`src/logic/lsirp_defs.svh`:
```
`ifndef LSIRP_DEFS_SVH
`define LSIRP_DEFS_SVH

// Fixed bus address of the port
`define LSIRP_SLV_ADDR    7'h44

// Register offsets
`define LSIRP_OFF_CMD     3'h0
`define LSIRP_OFF_CTRL    3'h1
`define LSIRP_OFF_THR_HI  3'h2
`define LSIRP_OFF_THR_LO  3'h3
`define LSIRP_OFF_RD_LO   3'h4
`define LSIRP_OFF_RD_HI   3'h5
`define LSIRP_OFF_TMR_LO  3'h6
`define LSIRP_OFF_TMR_HI  3'h7

// Field positions
`define LSIRP_CMD_EN      7
`define LSIRP_CMD_PD      6
`define LSIRP_CMD_TM      5
`define LSIRP_CTRL_FLAG   5
`define LSIRP_AB_RESTART  7
`define LSIRP_AB_CLEAR    6

// Reset values and the fixed threshold low byte
`define LSIRP_RST_CMD     8'h00
`define LSIRP_RST_CTRL    4'h0
`define LSIRP_RST_THR_HI  8'hff
`define LSIRP_RST_THR_LO  8'h00
`define LSIRP_THR_LSB     8'h00

// Cycles per conversion and persistence counts
`define LSIRP_CYC_W16     65536
`define LSIRP_CYC_W12     32'h0000_1000
`define LSIRP_CYC_W8      32'h0000_0100
`define LSIRP_CYC_W4      32'h0000_0010
`define LSIRP_PER_1       5'h01
`define LSIRP_PER_4       5'h04
`define LSIRP_PER_8       5'h08
`define LSIRP_PER_16      5'h10

`endif

```
`src/logic/lsirp_pkg.sv`:
```
package lsirp_pkg;

  // Link state of the bus slave
  typedef enum logic [3:0] {
    LSIRP_IDLE      = 4'h0,
    LSIRP_ADDR      = 4'h1,
    LSIRP_ADDR_ACK  = 4'h2,
    LSIRP_REG       = 4'h3,
    LSIRP_REG_ACK   = 4'h4,
    LSIRP_WDATA     = 4'h5,
    LSIRP_WDATA_ACK = 4'h6,
    LSIRP_RDATA     = 4'h7,
    LSIRP_RACK      = 4'h8
  } lsirp_state_t;

endpackage : lsirp_pkg

```
`src/logic/lsirp_eng_if.sv`:
```
`timescale 1ns/10ps
// Settings and results between register port and alarm engine
interface lsirp_eng_if;
  logic [7:0]  cmd;
  logic [3:0]  ctrl;
  logic [7:0]  thr_hi;
  logic [7:0]  thr_lo;
  logic        restart;
  logic        clear;
  logic        flag;
  logic [15:0] reading;
  logic [15:0] timer;

  modport regs (output cmd, ctrl, thr_hi, thr_lo, restart, clear,
                input  flag, reading, timer);
  modport eng  (input  cmd, ctrl, thr_hi, thr_lo, restart, clear,
                output flag, reading, timer);
endinterface : lsirp_eng_if

```
`src/logic/lsirp_alarm_engine.sv`:
```
`timescale 1ns/10ps
`include "lsirp_defs.svh"
module lsirp_alarm_engine
  import lsirp_pkg::*;
#(
  parameter int unsigned FULL_CYCLES = `LSIRP_CYC_W16
) (
  input  wire logic        mclk,       // System clock
  input  wire logic        resetn,     // Async reset, low
  input  wire logic [15:0] adc_sample, // Converter output
  lsirp_eng_if.eng         eif         // Settings and results
);

  logic [31:0] cnt_reg;
  logic [4:0]  pcnt_reg;
  logic        flag_reg;
  logic [15:0] reading_reg;
  logic [15:0] timer_reg;

  // Decode of settings
  wire         run     = eif.cmd[`LSIRP_CMD_EN] & ~eif.cmd[`LSIRP_CMD_PD];
  wire         ext     = eif.cmd[`LSIRP_CMD_TM];
  wire [31:0]  lim     = (eif.cmd[1:0] == 2'h0) ? FULL_CYCLES :
                         (eif.cmd[1:0] == 2'h1) ? `LSIRP_CYC_W12 :
                         (eif.cmd[1:0] == 2'h2) ? `LSIRP_CYC_W8 : `LSIRP_CYC_W4;
  wire [4:0]   need    = (eif.ctrl[1:0] == 2'h0) ? `LSIRP_PER_1 :
                         (eif.ctrl[1:0] == 2'h1) ? `LSIRP_PER_4 :
                         (eif.ctrl[1:0] == 2'h2) ? `LSIRP_PER_8 : `LSIRP_PER_16;
  // Internal timing ends on the count, external on the restart command
  // Compare with >= so a shorter width written mid-count still ends at once
  wire         int_end = ~ext & (cnt_reg >= lim - 32'h1);
  wire         ext_end = ext & eif.restart;
  wire         integ_end = run & (int_end | ext_end);
  wire         mode_ok = (eif.cmd[3:2] != 2'h3);
  // Threshold bytes are upper halves with a zero low byte
  wire [15:0]  thr_up  = {eif.thr_hi, `LSIRP_THR_LSB};
  wire [15:0]  thr_dn  = {eif.thr_lo, `LSIRP_THR_LSB};
  wire         outside = (adc_sample > thr_up) | (adc_sample < thr_dn);
  wire [4:0]   pcnt_inc = pcnt_reg + 5'h01;
  wire         set_flag = integ_end & mode_ok & outside & (pcnt_inc >= need);
  wire [15:0]  cnt_lo  = cnt_reg[15:0];

  // Integration counter; held cleared while the core is off
  always_ff @(posedge mclk or negedge resetn) begin
    if (!resetn) cnt_reg <= 32'h0;
    else if (!run || integ_end) cnt_reg <= 32'h0;
    else cnt_reg <= cnt_reg + 32'h1;
  end

  // Result capture at each integration end, except when diode mode (cmd[3:2]) is 3
  always_ff @(posedge mclk or negedge resetn) begin
    if (!resetn) begin
      reading_reg <= 16'h0000;
      timer_reg   <= 16'h0000;
    end else if (integ_end && mode_ok) begin
      reading_reg <= adc_sample;
      timer_reg   <= cnt_lo;
    end
  end

  // Consecutive out-of-window count, saturating at the target
  always_ff @(posedge mclk or negedge resetn) begin
    if (!resetn) pcnt_reg <= 5'h00;
    else if (!run) pcnt_reg <= 5'h00;
    else if (integ_end && mode_ok) pcnt_reg <= outside ? ((pcnt_reg >= need) ? need : pcnt_inc)
                                                       : 5'h00;
  end

  // Sticky flag: a set in the clearing cycle wins
  always_ff @(posedge mclk or negedge resetn) begin
    if (!resetn) flag_reg <= 1'b0;
    else if (set_flag) flag_reg <= 1'b1;
    else if (eif.clear) flag_reg <= 1'b0;
  end

  assign eif.flag    = flag_reg;
  assign eif.reading = reading_reg;
  assign eif.timer   = timer_reg;
endmodule : lsirp_alarm_engine

```
`src/logic/lsirp_port.sv`:
```
`timescale 1ns/10ps
`include "lsirp_defs.svh"
module lsirp_port
  import lsirp_pkg::*;
#(
  parameter int unsigned FULL_CYCLES = `LSIRP_CYC_W16 // Longest conversion, cycles
) (
  input  wire logic        mclk,                 // System clock, 250 MHz
  input  wire logic        resetn,               // Async reset, low
  input  wire logic        scl_in,               // Bus clock pin
  input  wire logic        sda_in,               // Bus data pin, input side
  output logic             sda_out,              // Bus data drive level
  output logic             sda_oe_n,             // Bus data enable, low drives
  output logic             int_out,              // Alarm pin drive level
  output logic             int_oe_n,             // Alarm enable, low pulls pin
  input  wire logic [15:0] adc_sample,           // Converter result
  output logic             conv_enable,          // Converter core enabled
  output logic             converter_power_down, // Device powered down
  output logic             ext_timing,           // Host-timed integration
  output logic [1:0]       diode_mode,           // Photodiode selection
  output logic [1:0]       gain_range            // Gain range select
);

  lsirp_eng_if eif ();

  lsirp_state_t state_reg;
  logic [2:0]   scl_sync_reg;
  logic [2:0]   sda_sync_reg;
  logic [3:0]   bit_cnt_reg;
  logic [7:0]   shift_reg;
  logic [7:0]   tx_reg;
  logic [2:0]   ptr_reg;
  logic         rw_reg;
  logic         nack_reg;
  logic         sda_oe_n_reg;
  logic         int_oe_n_reg;
  logic [7:0]   cmd_reg;
  logic [3:0]   ctrl_reg;
  logic [7:0]   thr_hi_reg;
  logic [7:0]   thr_lo_reg;
  logic         restart_reg;
  logic         clear_reg;

  // Two-flop synchronisers; stage 3 is only the edge history
  always_ff @(posedge mclk or negedge resetn) begin
    if (!resetn) begin
      scl_sync_reg <= 3'h7;
      sda_sync_reg <= 3'h7;
    end else begin
      scl_sync_reg <= {scl_sync_reg[1:0], scl_in};
      sda_sync_reg <= {sda_sync_reg[1:0], sda_in};
    end
  end

  // Line events, read from synchronised stages only
  wire scl_now   = scl_sync_reg[1];
  wire scl_prev  = scl_sync_reg[2];
  wire sda_now   = sda_sync_reg[1];
  wire sda_prev  = sda_sync_reg[2];
  wire scl_rise  = scl_now & ~scl_prev;
  wire scl_fall  = ~scl_now & scl_prev;
  wire start_det = scl_now & scl_prev & sda_prev & ~sda_now;
  wire stop_det  = scl_now & scl_prev & ~sda_prev & sda_now;
  wire byte_full = (bit_cnt_reg == 4'h8);

  // Byte completion strobes
  wire addr_done = scl_fall & (state_reg == LSIRP_ADDR) & byte_full;
  wire addr_hit  = (shift_reg[7:1] == `LSIRP_SLV_ADDR);
  wire reg_done  = scl_fall & (state_reg == LSIRP_REG) & byte_full;
  wire wr_strobe = scl_fall & (state_reg == LSIRP_WDATA) & byte_full;
  wire wr_cmd    = wr_strobe & (ptr_reg == `LSIRP_OFF_CMD);
  wire wr_ctrl   = wr_strobe & (ptr_reg == `LSIRP_OFF_CTRL);
  wire wr_hi     = wr_strobe & (ptr_reg == `LSIRP_OFF_THR_HI);
  wire wr_lo     = wr_strobe & (ptr_reg == `LSIRP_OFF_THR_LO);

  // Address byte command bits, plus the clear from a control write with the flag bit low
  wire restart_next = reg_done & shift_reg[`LSIRP_AB_RESTART]
                      & cmd_reg[`LSIRP_CMD_TM];
  wire clear_next   = (reg_done & shift_reg[`LSIRP_AB_CLEAR])
                      | (wr_ctrl & ~shift_reg[`LSIRP_CTRL_FLAG]);

  // Read map; reserved control bits read zero
  wire [7:0] ctrl_rd = {2'b00, eif.flag, 1'b0, ctrl_reg};
  wire [7:0] rd_map [8];
  assign rd_map[0] = cmd_reg & 8'hef;
  assign rd_map[1] = ctrl_rd;
  assign rd_map[2] = thr_hi_reg;
  assign rd_map[3] = thr_lo_reg;
  assign rd_map[4] = eif.reading[7:0];
  assign rd_map[5] = eif.reading[15:8];
  assign rd_map[6] = eif.timer[7:0];
  assign rd_map[7] = eif.timer[15:8];
  wire [7:0] rd_byte = rd_map[ptr_reg];

  // Bus slave sequence; data changes only after a clock fall
  always_ff @(posedge mclk or negedge resetn) begin
    if (!resetn) begin
      state_reg    <= LSIRP_IDLE;
      bit_cnt_reg  <= 4'h0;
      shift_reg    <= 8'h00;
      tx_reg       <= 8'hff;
      ptr_reg      <= 3'h0;
      rw_reg       <= 1'b0;
      nack_reg     <= 1'b1;
      sda_oe_n_reg <= 1'b1;
    end else if (start_det) begin
      state_reg    <= LSIRP_ADDR;
      bit_cnt_reg  <= 4'h0;
      sda_oe_n_reg <= 1'b1;
    end else if (stop_det) begin
      state_reg    <= LSIRP_IDLE;
      sda_oe_n_reg <= 1'b1;
    end else if (scl_rise) begin
      case (state_reg)
        LSIRP_ADDR, LSIRP_REG, LSIRP_WDATA: begin
          shift_reg   <= {shift_reg[6:0], sda_now};
          bit_cnt_reg <= bit_cnt_reg + 4'h1;
        end
        LSIRP_RDATA: bit_cnt_reg <= bit_cnt_reg + 4'h1;
        LSIRP_RACK:  nack_reg    <= sda_now;
        default:     nack_reg    <= nack_reg;
      endcase
    end else if (scl_fall) begin
      case (state_reg)
        LSIRP_ADDR: begin
          if (byte_full && addr_hit) begin
            rw_reg       <= shift_reg[0];
            sda_oe_n_reg <= 1'b0;
            state_reg    <= LSIRP_ADDR_ACK;
          end else if (byte_full) begin
            state_reg    <= LSIRP_IDLE;
          end
        end
        LSIRP_ADDR_ACK: begin
          bit_cnt_reg <= 4'h0;
          if (rw_reg) begin
            tx_reg       <= rd_byte;
            sda_oe_n_reg <= rd_byte[7];
            state_reg    <= LSIRP_RDATA;
          end else begin
            sda_oe_n_reg <= 1'b1;
            state_reg    <= LSIRP_REG;
          end
        end
        LSIRP_REG: begin
          if (byte_full) begin
            ptr_reg      <= shift_reg[2:0];
            sda_oe_n_reg <= 1'b0;
            state_reg    <= LSIRP_REG_ACK;
          end
        end
        LSIRP_WDATA: begin
          if (byte_full) begin
            sda_oe_n_reg <= 1'b0;
            state_reg    <= LSIRP_WDATA_ACK;
          end
        end
        LSIRP_REG_ACK, LSIRP_WDATA_ACK: begin
          sda_oe_n_reg <= 1'b1;
          bit_cnt_reg  <= 4'h0;
          state_reg    <= LSIRP_WDATA;
        end
        LSIRP_RDATA: begin
          if (byte_full) begin
            sda_oe_n_reg <= 1'b1; // Master acknowledges
            ptr_reg      <= ptr_reg + 3'h1;
            state_reg    <= LSIRP_RACK;
          end else begin
            tx_reg       <= {tx_reg[6:0], 1'b1};
            sda_oe_n_reg <= tx_reg[6];
          end
        end
        LSIRP_RACK: begin
          bit_cnt_reg <= 4'h0;
          if (nack_reg) begin
            state_reg <= LSIRP_IDLE;
          end else begin
            tx_reg       <= rd_byte;
            sda_oe_n_reg <= rd_byte[7];
            state_reg    <= LSIRP_RDATA;
          end
        end
        default: state_reg <= LSIRP_IDLE;
      endcase
    end
  end

  // Configuration registers; only bus writes change them
  always_ff @(posedge mclk or negedge resetn) begin
    if (!resetn) begin
      cmd_reg    <= `LSIRP_RST_CMD;
      ctrl_reg   <= `LSIRP_RST_CTRL;
      thr_hi_reg <= `LSIRP_RST_THR_HI;
      thr_lo_reg <= `LSIRP_RST_THR_LO;
    end else begin
      if (wr_cmd)  cmd_reg    <= shift_reg;
      if (wr_ctrl) ctrl_reg   <= shift_reg[3:0];
      if (wr_hi)   thr_hi_reg <= shift_reg;
      if (wr_lo)   thr_lo_reg <= shift_reg;
    end
  end

  // One-cycle command pulses and the alarm pin enable
  always_ff @(posedge mclk or negedge resetn) begin
    if (!resetn) begin
      restart_reg  <= 1'b0;
      clear_reg    <= 1'b0;
      int_oe_n_reg <= 1'b1;
    end else begin
      restart_reg  <= restart_next;
      clear_reg    <= clear_next;
      int_oe_n_reg <= ~eif.flag; // Pin pulled low while flag stands
    end
  end

  // Settings to the alarm engine
  assign eif.cmd     = cmd_reg;
  assign eif.ctrl    = ctrl_reg;
  assign eif.thr_hi  = thr_hi_reg;
  assign eif.thr_lo  = thr_lo_reg;
  assign eif.restart = restart_reg;
  assign eif.clear   = clear_reg;

  lsirp_alarm_engine #(
    .FULL_CYCLES (FULL_CYCLES)
  ) u_engine (
    .mclk       (mclk),
    .resetn     (resetn),
    .adc_sample (adc_sample),
    .eif        (eif.eng)
  );

  // Pins; open-drain lines only ever drive low
  assign sda_out              = 1'b0;
  assign int_out              = 1'b0;
  assign sda_oe_n             = sda_oe_n_reg;
  assign int_oe_n             = int_oe_n_reg;
  assign conv_enable          = cmd_reg[`LSIRP_CMD_EN];
  assign converter_power_down = cmd_reg[`LSIRP_CMD_PD];
  assign ext_timing           = cmd_reg[`LSIRP_CMD_TM];
  assign diode_mode           = cmd_reg[3:2];
  assign gain_range           = ctrl_reg[3:2];
endmodule : lsirp_port

```
`config.mk`:
```
export PLATFORM = sky130hd
export DESIGN_NAME = lsirp_port
export DESIGN_NICKNAME = d
export VERILOG_FILES = /design/src/logic/lsirp_pkg.sv /design/src/logic/lsirp_eng_if.sv /design/src/logic/lsirp_alarm_engine.sv /design/src/logic/lsirp_port.sv
export VERILOG_INCLUDE_DIRS = /design/src /design/src/logic
export SDC_FILE = /design/constraint.sdc
export NUM_CORES = 1
export LEC_CHECK = 0
export BUFFER_PORTS_ARGS = -buffer_cell sky130_fd_sc_hd__buf_2
export CAP_MARGIN = 20
export CORE_MARGIN = 2
export CORE_UTILIZATION = 44
export DETAILED_ROUTE_END_ITERATION = 6
export MAX_ROUTING_LAYER = met4
export PLACE_DENSITY = 0.68
export SYNTH_ARGS = -nofsm -noshare
export SYNTH_HDL_FRONTEND = slang
export SYNTH_SLANG_ARGS = --single-unit
```
`constraint.sdc`:
```
create_clock -name mclk -period 5.7 [get_ports mclk]
set_clock_uncertainty 0.2 [all_clocks]
set_input_delay 1.425 -clock mclk [delete_from_list [all_inputs] [get_ports mclk]]
set_output_delay 1.425 -clock mclk [all_outputs]
set_load 0.02 [all_outputs]
```
==> impl_results.md <==
* Status: completed
* CTS Root Buffer Type: clkbuf_16
* Cells after synthesis at 769
* Hold/Removal Path Class: reg -> reg
* PortBufs at 28
* WL/cell at 17.1 µm
* Via/cell ratio at 5.46
* Final Cycle Share at 0.621
* Mux cell area share after synthesis at 0.111
* Switch Pwr at 485 µW
* Compound-Gate Fraction of Synth Area at 0.0864
* Post-synth EDFFs at 0
* R2R Setup Slk at 2.16 ns
* Yosys cell types at 61
* Area share of fa/ha/maj cells after synthesis at 0.0745
* Global Route Usage Sum at 0.212
* Detailed placement HPWL at 12,200 µm
* Clock Power Share at 0.528
* Grt total ovfl at 0
* Cell-internal power at 1760 µW
* I/O pins at 31
* DR pass1 iterations at 5
* Slowest stage delay, CP at 0.75 ns
* Core area at 0.0167 mm²
* R2r endpoint: u_engine.cnt_reg[20]
* Peak Freq at 283 MHz
* Antenna diodes at 0
* Async S/R FF share, synth at 1.00
* GPL Wtd Cong at 0.872
* Final setup fails at 0
* Post-CTS Resized at 0
* Clk sinks at 135
* Peak VDD IR at 0.000220 V
* Vias at 5,560
* Crit-path slowest cell: nand2_1
* CP Class: reg -> reg
* Initial Utilization at 0.453
* CP max FO at 30
* Max-slew violation count at 0
* Ys flop type: dfrtp_1
* Worst Hold Launch: scl_sync_reg[0]
* Layout cells sized above 1 at 0.193
* RSZ-0062 raised after global routing: false
* Slew @ Worst Pin at 1.02 ns
* Wirelength, routed at 17,400 µm
* Die height at 135 µm
* Post CTS Setup Buffer Count at 0
* CTS tree: yes
* Largest net degree at the start of global routing at 100
* Hold Path Depth at 0
* CTS H-tree depth at 4
* Post-route cell area at 0.00848 mm²
* R2R cell count at 8
* Placed cell areas at 0.00784 mm²
* Die Area at 0.0182 mm²
* Placed Cells at 986
* FP Rows at 47
* Non-filler instance count after layout at 1,018
* Relative slew slack at 0.322
* Critical Path End Type: flip-flop
* DRC at 0
* Switching Share at 0.216
* Tot Pwr at 2250 µW
* Number of flip-flops in the largest register at 32
* Initial antenna violation count at 0
* Combinational power share at 0.034
* Final #Nets at 850
* CTS buffer count at 17
* RR Startpoint: cmd_reg[1]
* First-pass GRT wire length at 29,200 µm
* Worst path cell trace: or2_2 -> ha_1 -> nand4_1 -> or4_1 -> o22a_1 -> a21o_1 -> nand2_1 -> nor2_1
* Yosys warns at 0
* Critical Path AT at 3.60 ns
* Sink of the worst hold path: scl_sync_reg[1]
* Simple-gate area share of the yosys netlist at 0.190
* Clk_lat worst skew at 0.42 ns
* Final min period at 3.54 ns
* DR iter-0 viols at 488
* Hold-fix buffers, CTS at 0
* Die width at 135 µm
* Clock slew at reported path FFs at 0.06 ns
* Synth Area per Inst at 9.83 µm²
* Seq pwr share at 0.438
* Final Hold Fails at 0
* Vias in the first global route at 5,521
* Required @ worst endpoint at 5.76 ns
* Final ANT Viol Nets at 0
* Pwr Density at 265 mW/mm²
* Largest family of logic cells by synthesized area: simple AND/OR/NAND/NOR gates
* CP Launch Type: flip-flop
* Sequential share of the synthesized area at 0.451
* Layout area overhead at 12.1%
* Setup_tns at 0 ns
* Lkg Pwr at 0.00370 µW
* Fillers at 1,520
* Cell Area, Synth at 0.00756 mm²
* Clock Path Buffers at 2
* Max Cap Violations at 0
* XOR/XNOR Fraction of Synth Area at 0.0429
* Seq cells post-synth at 135
cells by family (layout without fill, tap and decap cells):
logic type / Yosys count / after routing
XOR/XNOR: 37 / 37
buffers and inverters: 74 / 102
multiplexers: 62 / 62
other: 1 / 2
adder cells (fa/ha/maj): 45 / 45
AND/OR/NAND/NOR: 315 / 315
flip-flops: 135 / 135
AO/OA/AOI/OAI: 100 / 100
through the flow:
step,hold WS [ns],util,worst slack [ns]
after global routing,0.158,0.508,1.91
after CTS,0.155,0.508,2.13
after floorplan,0.145,-,2.73
final,0.154,0.508,2.16
after detailed placement,0.147,0.469,2.15
after global placement,0.145,0.469,2.18
worst max-delay path: cells and delay by family (launching register included):
family                   cells  cell delay (ns)
flip-flops                   1             0.48
AND/OR/NAND/NOR              5             1.93
AO/OA/AOI/OAI                2             0.43
adder cells (fa/ha/maj)      1             0.32
synth_stat cells, types with 8 or more instances:
cell	number	area, µm²
a21oi_1	19	95.1
a31oi_1	8	50.1
buf_2	13	65.1
buf_4	8	60.1
clkbuf_1	13	48.8
dfrtp_1	111	2780
dfstp_2	24	631
ha_1	45	563
inv_1	37	139
mux2_2	44	495
mux4_2	13	293
nand2_1	143	537
nand3_1	27	135
nand4_1	17	106
nor2_1	69	259
nor2b_1	8	50.1
nor4_1	10	62.6
o21ai_0	34	170
xnor2_1	22	193
xor2_1	15	131
layer usage:
layer  track usage  part of all wire  vias to the layer above
li1              -                 -                     2698
met1         0.281              0.47                     2725
met2         0.327              0.47                      118
met3        0.0499             0.041                       19
met4        0.0596             0.015                        0
met5             -                 0                        -
power groups by stage:
stage	combinational (µW)	sequential (µW)	clock (µW)
2_1_floorplan	37.7	995	0
3_3_place_gp	76.7	1000	0
3_5_place_dp	77.4	1000	0
4_1_cts	78.4	983	1200
5_1_grt	88.8	984	1250
6_report	77.1	983	1190
cell type report:
| type | instances | area, µm² | area share |
|---|---|---|---|
| multi-input cells | 561 | 3830 | 0.452 |
| flip-flops and latches | 135 | 3410 | 0.402 |
| clock buffers | 20 | 467 | 0.0550 |
| well taps | 220 | 275 | 0.0325 |
| repair buffers | 33 | 184 | 0.0217 |
| clock inverters | 12 | 174 | 0.0205 |
| inverters | 37 | 139 | 0.0164 |
cell usage in the layout, fill, tap and decap left out, drive strengths merged, types with 3 or more instances in the layout:
cell type and n:
buf 33, nor2 69, mux2 44, dfrtp 111, a211oi 3, a211o 3, nor4 11, or2 3
nand2 143, nor3 8, xnor2 22, mux2i 5, a21oi 19, and3 4, a31oi 8, a21o 3
nor4b 3, clkbuf 20, nor2b 8, ha 45, nand3 28, bufinv 4, o21ai 37, o31ai 4
mux4 13, or3 3, inv 37, xor2 15, nand4 17, dfstp 24, nand2b 6, and2 5
or4 3, o21a 3, clkinv 7
worst max-delay path by stage:
stage / slack (ns) / from / end / depth (start not counted)
4_1_cts: 2.13 / cmd_reg[1] / u_engine.cnt_reg[20] / 8
2_1_floorplan: 2.73 / adc_sample[13] / u_engine.pcnt_reg[1] / 7
3_3_place_gp: 2.18 / adc_sample[15] / u_engine.pcnt_reg[2] / 8
5_1_grt: 1.91 / cmd_reg[1] / u_engine.cnt_reg[19] / 8
3_5_place_dp: 2.15 / adc_sample[15] / u_engine.pcnt_reg[2] / 8
6_report: 2.16 / cmd_reg[1] / u_engine.cnt_reg[20] / 8
No activity file was read; power rests on OpenSTA's default activity.
